`src/uerr_consts.svh`:
```
/*
  constants of the uncorrectable error reporting register group: offsets,
  field positions, reset values and bit groups, all as macros.
  assumes it is included by bare name from the design files and the bench.
*/
// Summary of operation
// - capability header reads 0001h, 1h, next pointer
// - training error sets bit 0, sticky
// - data link protocol error sets bit 4
// - surprise down sets bit 5, downstream only
// - poisoned tlp received or generated sets 12
// - flow control 13, timeout 14, abort 15
// - unexpected completion 16, receiver overflow 17
// - malformed tlp 18, end-to-end crc 19
// - unsupported request sets bit 20
// - acs violation sets 21, downstream only
// - internal 22, multicast blocked 23, atomic 24
// - masked error: no header log, no message
// - masks reset zero except internal error
// - severity bit set means fatal report
// - severity resets fatal for listed errors
// - header log holds four big-endian dwords
// - first error pointer names first error
`ifndef UERR_CONSTS_SVH
`define UERR_CONSTS_SVH

// register byte offsets in configuration space
`define OFS_CAP_HDR 12'h100
`define OFS_STATUS 12'h104
`define OFS_MASK 12'h108
`define OFS_SEV 12'h10C
`define OFS_ERR_CTL 12'h118
`define OFS_HLOG0 12'h11C
`define OFS_HLOG3 12'h128

// capability header fields
`define CAP_ID 16'h0001
`define CAP_VER 4'h1
`define CAP_NEXT_DEF 12'h130

// implemented status, mask and severity bits
`define UE_VALID 32'h01FF_F031
// bits that exist only on downstream ports
`define UE_DOWN_ONLY 32'h0020_0020
// surprise down bit position
`define UE_SURPRISE_BIT 5
// reset values
`define MASK_RST 32'h0040_0000
`define SEV_RST_UP 32'h0046_2011
`define SEV_RST_DOWN 32'h0046_2031

`endif

```
`src/uerr_pkg.sv`:
```
/*
  types of the uncorrectable error reporting block.
  assumes uerr_consts.svh is on the include path.
*/
`default_nettype none
package uerr_pkg;

  // which register a configuration address selects
  typedef enum logic [2:0] {
    SEL_NONE,
    SEL_CAP,
    SEL_STATUS,
    SEL_MASK,
    SEL_SEV,
    SEL_ERR_CTL,
    SEL_HLOG
  } reg_sel_type;

  // whole state of the register group
  typedef struct packed {
    logic [31:0] status_q; // sticky error status
    logic [31:0] mask_q; // log and message suppress
    logic [31:0] sev_q; // 1 fatal, 0 non-fatal
    logic down_q; // port is downstream
    logic log_held_q; // header log holds an error
    logic [4:0] ptr_q; // first error pointer
    logic [127:0] hdr_q; // logged header, dword 0 on top
    logic ack_q; // config access done
    logic [31:0] rdata_q; // read data
    logic msg_valid_q; // error message pulse
    logic msg_fatal_q; // message class
  } state_type;

endpackage : uerr_pkg
`default_nettype wire

```
`src/err_sel_if.sv`:
```
/*
  interface between the register group and its error arbiter.
  assumes both ends run on the same clock; contents are combinational.
*/
`timescale 1ns/1ns
`default_nettype none
interface err_sel_if;
  logic [31:0] events; // qualified events this cycle
  logic [31:0] mask; // current mask bits
  logic [31:0] sev; // current severity bits
  logic [4:0] first_idx; // lowest unmasked event
  logic hit; // any unmasked event
  logic fatal; // any unmasked fatal event

  modport arb (input events, input mask, input sev, output first_idx, output hit, output fatal);
  modport top (output events, output mask, output sev, input first_idx, input hit, input fatal);
endinterface : err_sel_if
`default_nettype wire

```
`src/cfg_decoder.sv`:
```
/*
  decodes a configuration dword address onto a register of the group.
  assumes byte addresses, dword aligned; low two bits are ignored.
*/
`timescale 1ns/1ns
`default_nettype none
`include "uerr_consts.svh"
module cfg_decoder
  import uerr_pkg::*;
(
  input wire logic [11:0] addr,
  output reg_sel_type sel
);
  ////////////////////////////////////////////////////////////////////////
  // address to register select, unmapped gives none
  function automatic reg_sel_type decode(input logic [11:0] a);
    logic [11:0] d;
    d = {a[11:2], 2'b00};
    if (d == `OFS_CAP_HDR) return SEL_CAP;
    if (d == `OFS_STATUS) return SEL_STATUS;
    if (d == `OFS_MASK) return SEL_MASK;
    if (d == `OFS_SEV) return SEL_SEV;
    if (d == `OFS_ERR_CTL) return SEL_ERR_CTL;
    if (d >= `OFS_HLOG0 && d <= `OFS_HLOG3) return SEL_HLOG;
    return SEL_NONE;
  endfunction : decode

  always_comb begin
    sel = decode(addr);
  end
endmodule : cfg_decoder
`default_nettype wire

```
`src/error_arbiter.sv`:
```
/*
  picks the lowest unmasked error of a cycle and classes the cycle's report.
  assumes qualified events, mask and severity arrive through err_sel_if.
*/
`timescale 1ns/1ns
`default_nettype none
module error_arbiter (
  err_sel_if.arb sel
);
  ////////////////////////////////////////////////////////////////////////
  // masked errors drop out here, so they neither log nor report
  always_comb begin
    logic [31:0] live;
    live = sel.events & ~sel.mask;
    sel.hit = |live;
    sel.fatal = |(live & sel.sev);
    sel.first_idx = 5'h0_0;
    // walk down so the lowest set bit wins
    for (int i = 31; i >= 0; i--) begin
      if (live[i]) begin
        sel.first_idx = 5'(i);
      end
    end
  end
endmodule : error_arbiter
`default_nettype wire

```
`src/uncorrectable_error_reporting.sv`:
```
/*
  uncorrectable error reporting registers of one switch port: capability
  header, write-one-to-clear status, mask, severity, first error pointer and
  header log, plus the error message toward the root complex.
  assumes synchronous inputs on ref_clk, one-cycle error event pulses with
  the offending header valid alongside, and a port-type strap held stable.
*/
`timescale 1ns/1ns
`default_nettype none
`include "uerr_consts.svh"
module uncorrectable_error_reporting
  import uerr_pkg::*;
#(
  parameter logic [11:0] NEXT_CAP_PTR = `CAP_NEXT_DEF // next capability
) (
  input wire logic ref_clk,
  input wire logic rst_b,
  input wire logic port_is_down, // strap: 1 downstream, 0 upstream
  input wire logic cfg_req, // config access strobe
  input wire logic cfg_we, // 1 write, 0 read
  input wire logic [11:0] cfg_addr, // byte address
  input wire logic [3:0] cfg_be, // byte enables
  input wire logic [31:0] cfg_wdata,
  output logic cfg_ack, // access done pulse
  output logic [31:0] cfg_rdata,
  input wire logic [31:0] err_event, // one pulse per error, by status bit
  input wire logic [127:0] err_header, // header of the erroring tlp
  output logic msg_valid, // error message pulse
  output logic msg_fatal, // 1 fatal, 0 non-fatal message
  output logic [4:0] first_err_ptr // first error pointer
);

  ////////////////////////////////////////////////////////////////////////
  // declarations
  state_type s_q; // registered state
  state_type s_d; // next state
  reg_sel_type sel; // decoded register
  logic [31:0] be_bits; // byte enables spread to bits
  logic [31:0] ev_q; // qualified events
  logic wr; // write access this cycle
  logic rd; // read access this cycle
  err_sel_if arb_if ();

  ////////////////////////////////////////////////////////////////////////
  // sub-blocks
  cfg_decoder u_dec (
    .addr (cfg_addr),
    .sel (sel)
  );

  error_arbiter u_arb (
    .sel (arb_if)
  );

  ////////////////////////////////////////////////////////////////////////
  // event qualification: downstream-only bits vanish on the upstream port
  always_comb begin
    ev_q = err_event & `UE_VALID;
    if (!s_q.down_q) begin
      ev_q = ev_q & ~`UE_DOWN_ONLY;
    end
  end

  assign arb_if.events = ev_q;
  assign arb_if.mask = s_q.mask_q;
  assign arb_if.sev = s_q.sev_q;

  // byte enables to a bit mask
  genvar g;
  generate
    for (g = 0; g < 4; g++) begin : g_be
      assign be_bits[g*8 +: 8] = {8{cfg_be[g]}};
    end
  endgenerate

  assign wr = cfg_req & cfg_we;
  assign rd = cfg_req & ~cfg_we;

  ////////////////////////////////////////////////////////////////////////
  // next-state logic for the whole group
  always_comb begin
    logic [31:0] clr; // status bits software clears
    logic [31:0] wmask; // writable bits under this write
    logic [1:0] dw; // header log dword index
    s_d = s_q;
    clr = 32'h0000_0000;
    wmask = be_bits & `UE_VALID;
    dw = 2'(cfg_addr[3:2] - 2'b11); // 11c maps to 0
    // config writes; wmask keeps reserved bits out of every register,
    // so they read zero whatever software writes there
    // the capability header, pointer and log take no write at all
    if (wr && sel == SEL_STATUS) begin
      // only ones clear; zeros leave pending errors alone
      clr = cfg_wdata & wmask;
    end
    if (wr && sel == SEL_MASK) begin
      s_d.mask_q = (s_q.mask_q & ~wmask) | (cfg_wdata & wmask);
    end
    if (wr && sel == SEL_SEV) begin
      s_d.sev_q = (s_q.sev_q & ~wmask) | (cfg_wdata & wmask);
    end
    // set wins over a clear in the same cycle
    s_d.status_q = (s_q.status_q & ~clr) | ev_q;
    // header log frees once its error's status bit is gone
    if (s_q.log_held_q && !s_d.status_q[s_q.ptr_q]) begin
      s_d.log_held_q = 1'b0;
    end
    // capture only unmasked errors, and only into a free log
    if (arb_if.hit && !s_d.log_held_q) begin
      s_d.log_held_q = 1'b1;
      s_d.ptr_q = arb_if.first_idx;
      s_d.hdr_q = err_header;
    end
    // one message per cycle with unmasked errors, fatal dominates
    s_d.msg_valid_q = arb_if.hit;
    s_d.msg_fatal_q = arb_if.fatal;
    // access answer, one cycle later
    s_d.ack_q = cfg_req;
    s_d.rdata_q = 32'h0000_0000;
    if (rd) begin
      case (sel)
        SEL_CAP: s_d.rdata_q = {NEXT_CAP_PTR, `CAP_VER, `CAP_ID};
        SEL_STATUS: s_d.rdata_q = s_q.status_q;
        SEL_MASK: s_d.rdata_q = s_q.mask_q;
        SEL_SEV: s_d.rdata_q = s_q.sev_q;
        SEL_ERR_CTL: s_d.rdata_q = {27'h000_0000, s_q.ptr_q};
        SEL_HLOG: s_d.rdata_q = s_q.hdr_q[(3 - dw)*32 +: 32];
        default: s_d.rdata_q = 32'h0000_0000; // unmapped reads zero
      endcase
    end
    // synchronous reset; the strap is sampled while reset is held
    if (!rst_b) begin
      s_d = '0;
      s_d.down_q = port_is_down;
      s_d.mask_q = `MASK_RST;
      s_d.sev_q = port_is_down ? `SEV_RST_DOWN : `SEV_RST_UP;
    end
  end

  ////////////////////////////////////////////////////////////////////////
  // state register
  always_ff @(posedge ref_clk) begin
    s_q <= s_d;
  end

  // outputs straight from state flops
  assign cfg_ack = s_q.ack_q;
  assign cfg_rdata = s_q.rdata_q;
  assign msg_valid = s_q.msg_valid_q;
  assign msg_fatal = s_q.msg_fatal_q;
  assign first_err_ptr = s_q.ptr_q;

  // helper: qualified events that survive the mask this cycle
  logic [31:0] ev_unmasked;
  assign ev_unmasked = ev_q & ~s_q.mask_q;
endmodule : uncorrectable_error_reporting
`default_nettype wire

```
`config.mk`:
```
export PLATFORM = sky130hd
export DESIGN_NAME = uncorrectable_error_reporting
export DESIGN_NICKNAME = d
export VERILOG_FILES = /design/src/uerr_pkg.sv /design/src/err_sel_if.sv /design/src/cfg_decoder.sv /design/src/error_arbiter.sv /design/src/uncorrectable_error_reporting.sv
export VERILOG_INCLUDE_DIRS = /design/src
export SDC_FILE = /design/constraint.sdc
export NUM_CORES = 1
export LEC_CHECK = 0
export BUFFER_PORTS_ARGS = -buffer_cell sky130_fd_sc_hd__buf_2
export CORE_AREA = 8 8 173 142
export DETAILED_ROUTE_END_ITERATION = 8
export DIE_AREA = 0 0 181 150
export PLACE_DENSITY = 0.83
export SLEW_MARGIN = 40
export SYNTH_ARGS = -nofsm -noshare
export SYNTH_HDL_FRONTEND = slang
export SYNTH_SLANG_ARGS = --single-unit
```
`constraint.sdc`:
```
create_clock -name ref_clk -period 3.46 [get_ports ref_clk]
set_input_delay 0.346 -clock ref_clk [delete_from_list [all_inputs] [get_ports ref_clk]]
set_output_delay 0.346 -clock ref_clk [all_outputs]
set_load 0.05 [all_outputs]
```
==> summary.md <==
| Metric | Value |
|---|---|
| Pins over their slew limit | `0` |
| Starting DRT DRC Count | `1000` |
| PD cells | `~490 nW/um^2` |
| Post-Route WL | `29.9 mm` |
| Asr flop ratio synth | `0%` |
| Max-cap violations | `0` |
| Startpoint Class | `flip-flop` |
| CTS tree | `done` |
| I/O Pins | `253` |
| Tcrit/Tclk final | `between 80% and 90%` |
| Vias in the first global route | `around 8700` |
| Share of cells above drive strength 1 | `between 20% and 30%` |
| CP max FO | `23` |
| Worst Max-Slew Pin Slew | `0.786 ns` |
| VDD IR max | `approximately 0.38 mV` |
| First-pass GRT wire length | `approximately 47 mm` |
| Main combinational cell family by area after synthesis | `multiplexers` |
| Mux contribution to synthesized area | `between 20% and 30%` |
| Initial antenna violation count | `4` |
| Final min period | `~3 ns` |
| Die area | `27200 um^2` |
| Clock transition at the registers of the reported paths | `0.06 ns` |
| Relative slew margins | `between 40% and 50%` |
| CP max stage delay | `around 0.75 ns` |
| Clk sink count | `between 200 and 250` |
| CTS Hold Bufs | `0` |
| Final Hold Vio Count | `0` |
| Fill cells | `approximately 1900` |
| P&R area growth vs syn | `16.7%` |
| Run status | `finished, final reports clean` |
| Core box area | `roughly 22000 um^2` |
| Compound-Gate Fraction of Synth Area | `under 10%` |
| Total CTS buffers | `23` |
| Largest net degree at the start of global routing | `~150` |
| CP Capture Type | `flip-flop` |
| WL per Instance | `~19 um` |
| Total gr overflow | `0` |
| Fmax | `between 300 and 400 MHz` |
| Synth Cell Area | `between 10000 and 15000 um^2` |
| Site Rows | `49` |
| Non-Filler Instances | `approximately 1600` |
| Xor-xnor portion of the synthesized cell area | `0%` |
| Ys flop type | `dfxtp_1` |
| Root Buffer | `clkbuf_16` |
| Vias per cell | `between 5 and 6` |
| P_leak | `around 0.0051 uW` |
| Number of routed nets with antenna violations | `0` |
| Die Y-Extent | `~150 um` |
| GPL Wtd Cong | `0.950` |
| RSZ-0062 raised after global routing | `no` |
| H-tree depth | `1` |
| Synth Area in Simple Gates | `about a fifth` |
| Multi-input gate area | `5220 um^2` |
| GR Util All Layers | `approximately a fifth` |
| WS Path Type | `flip-flop to flip-flop` |
| # setup viols final | `0` |
| Setup Fix Bufs, Post-CTS | `0` |
| Critical-path cell list | `nor4_1, nor4_1, a22oi_1, o221ai_1, o22ai_2, o21ai_4, buf_4, mux2i_1` |
| IO buf count | `~220` |
| Synth warnings | `0` |
| Net count reported at finish | `1513` |
| Area share of fa/ha/maj cells after synthesis | `0.478%` |
| Setup TNS | `0 ns` |
| CTS max path bufs | `3` |
| Sequential fraction of the synthesis area | `roughly 43%` |
| Post-synth net total | `approximately 1400` |
| Avg Cell Area, Syn | `9.12 um^2` |
| EDFF count, synth | `17` |
| Cells after Synth | `between 1000 and 1500` |
| Residual DRC | `0` |
| Cell family with most CP delay | `compound AO/OA/AOI/OAI gates` |
| Slowest CP cell | `dfxtp_1` |
| Flip-flop and latch area | `approximately 4500 um^2` |
| Total of cells resized after clock tree synthesis | `0` |
| Clock Skews | `between 0.015 and 0.02 ns` |
| Pre-Repair DR Iteration Count | `6` |
| Cells after DPL | `between 1500 and 2000` |
| Initial Util | `between 40% and 50%` |
| WP data arrival | `about 3.5 ns` |
| Netlist cell types | `59` |
| Vias | `just under 9000` |
| Hpwl dp | `roughly 21 mm` |
| Path category of the worst min-delay check | `primary input to flip-flop` |
| Die Wd | `approximately 180 um` |
| CP bufs+invs | `1` |
| Top cell by count, worst path | `nor4_1` |
| Worst-Skew Late Latency | `between 0.5 and 0.6 ns` |
| #FFs+latches synth | `218` |
| Worst EP required | `slightly below 4 ns` |
## cells by family after synthesis
group	after synthesis
buf+inv	137
flops	218
fa+ha+maj	4
compound gates	129
simple gates	484
mux	176
## power by group
part / switching (uW) / internal [uW]
sequential: 98.7 / 2710
combinational: 448 / 384
clock: 1000 / 1380
total: 1550 / 4480
## layout by cell type (no fill, tap or decap), drive strengths merged, types with 5 or more instances in the layout
| cell | synthesis | final |
|---|---|---|
| a22oi | 13 | 13 |
| nand2b | 6 | 6 |
| dfxtp | 201 | 201 |
| mux4 | 32 | 32 |
| nor3 | 13 | 13 |
| a21oi | 58 | 58 |
| clkbuf | 56 | 34 |
| nor2 | 37 | 37 |
| inv | 19 | 21 |
| edfxtp | 17 | 17 |
| nor2b | 23 | 23 |
| and3b | 5 | 5 |
| buf | 61 | 239 |
| nand2 | 335 | 335 |
| nand4 | 6 | 6 |
| o21ai | 15 | 15 |
| nor4 | 8 | 8 |
| a222oi | 15 | 15 |
| mux2i | 143 | 143 |
| nor3b | 8 | 8 |
| nand3 | 22 | 22 |
## registers in the layout, indices dropped and copies added (netlist names), named ones only
name / count
arb_if.sev: 15
cfg_ack: 1
cfg_rdata: 32
first_err_ptr: 5
msg_fatal: 1
msg_valid: 1
s_q: 146
## cell type report
cell class                      count  area share (%)
Timing Repair Buffer              240            10.8
Clock inverter                      5           0.501
Multi-Input combinational cell    793            42.7
Sequential cell                   218            37.1
Clock buffer                       33            5.34
Inverter                           20           0.614
Tap cell                          280            2.87
Antenna cell                        2          0.0409
## synth_stat cells (4+ instances only)
cell	n	area, um^2
nand2_1	335	1260
dfxtp_1	201	4020
mux2i_1	143	1430
a21oi_1	58	290
clkbuf_1	56	210
buf_4	37	278
nor2_1	37	139
mux4_2	32	721
nor2b_1	23	144
nand3_1	21	105
inv_1	19	71.3
edfxtp_1	17	510
a222oi_1	15	150
a22oi_1	13	97.6
nor3_1	13	65.1
o21ai_0	13	65.1
buf_2	11	55.1
buf_6	9	101
nor3b_1	8	60.1
nor4_1	7	43.8
nand2b_1	6	37.5
nand4_1	6	37.5
and3b_1	5	43.8
and3_1	4	25.0
buf_1	4	15.0
ha_1	4	50.1
o211ai_1	4	30.0
## final timing paths
path	from	slack, ns	cells past startpoint	endpoint
worst max register to register	first_err_ptr[0]	0.41	8	s_q[142]
worst min register to register	s_q[145]	0.46	2	s_q[145]
worst max-delay path	first_err_ptr[0]	0.41	8	s_q[142]
worst min-delay path	port_is_down	0.03	1	s_q[169]
## layer usage
metal	part of all wire (%)	GRT usage (%)
met5	0.077	0
met4	3.7	8.31
met3	11	7.09
met2	44	32.3
met1	42	27.7
## through the flow
stage                     hold WS (ns)  area [um^2]  worst slack, ns  total power (uW)  utilization (%)
after floorplan                  0.435        10500           0.0301              3400                -
after global placement           0.441        11500            0.489              3660             52.3
after detailed placement         0.450        11500            0.399              3690             52.4
after CTS                       0.0185        12200            0.512              6070             55.7
after global routing            0.0236        12200            0.287              6280             55.7
final                           0.0253        12200            0.412              6030             55.7
(Power assumes the default switching activity.)
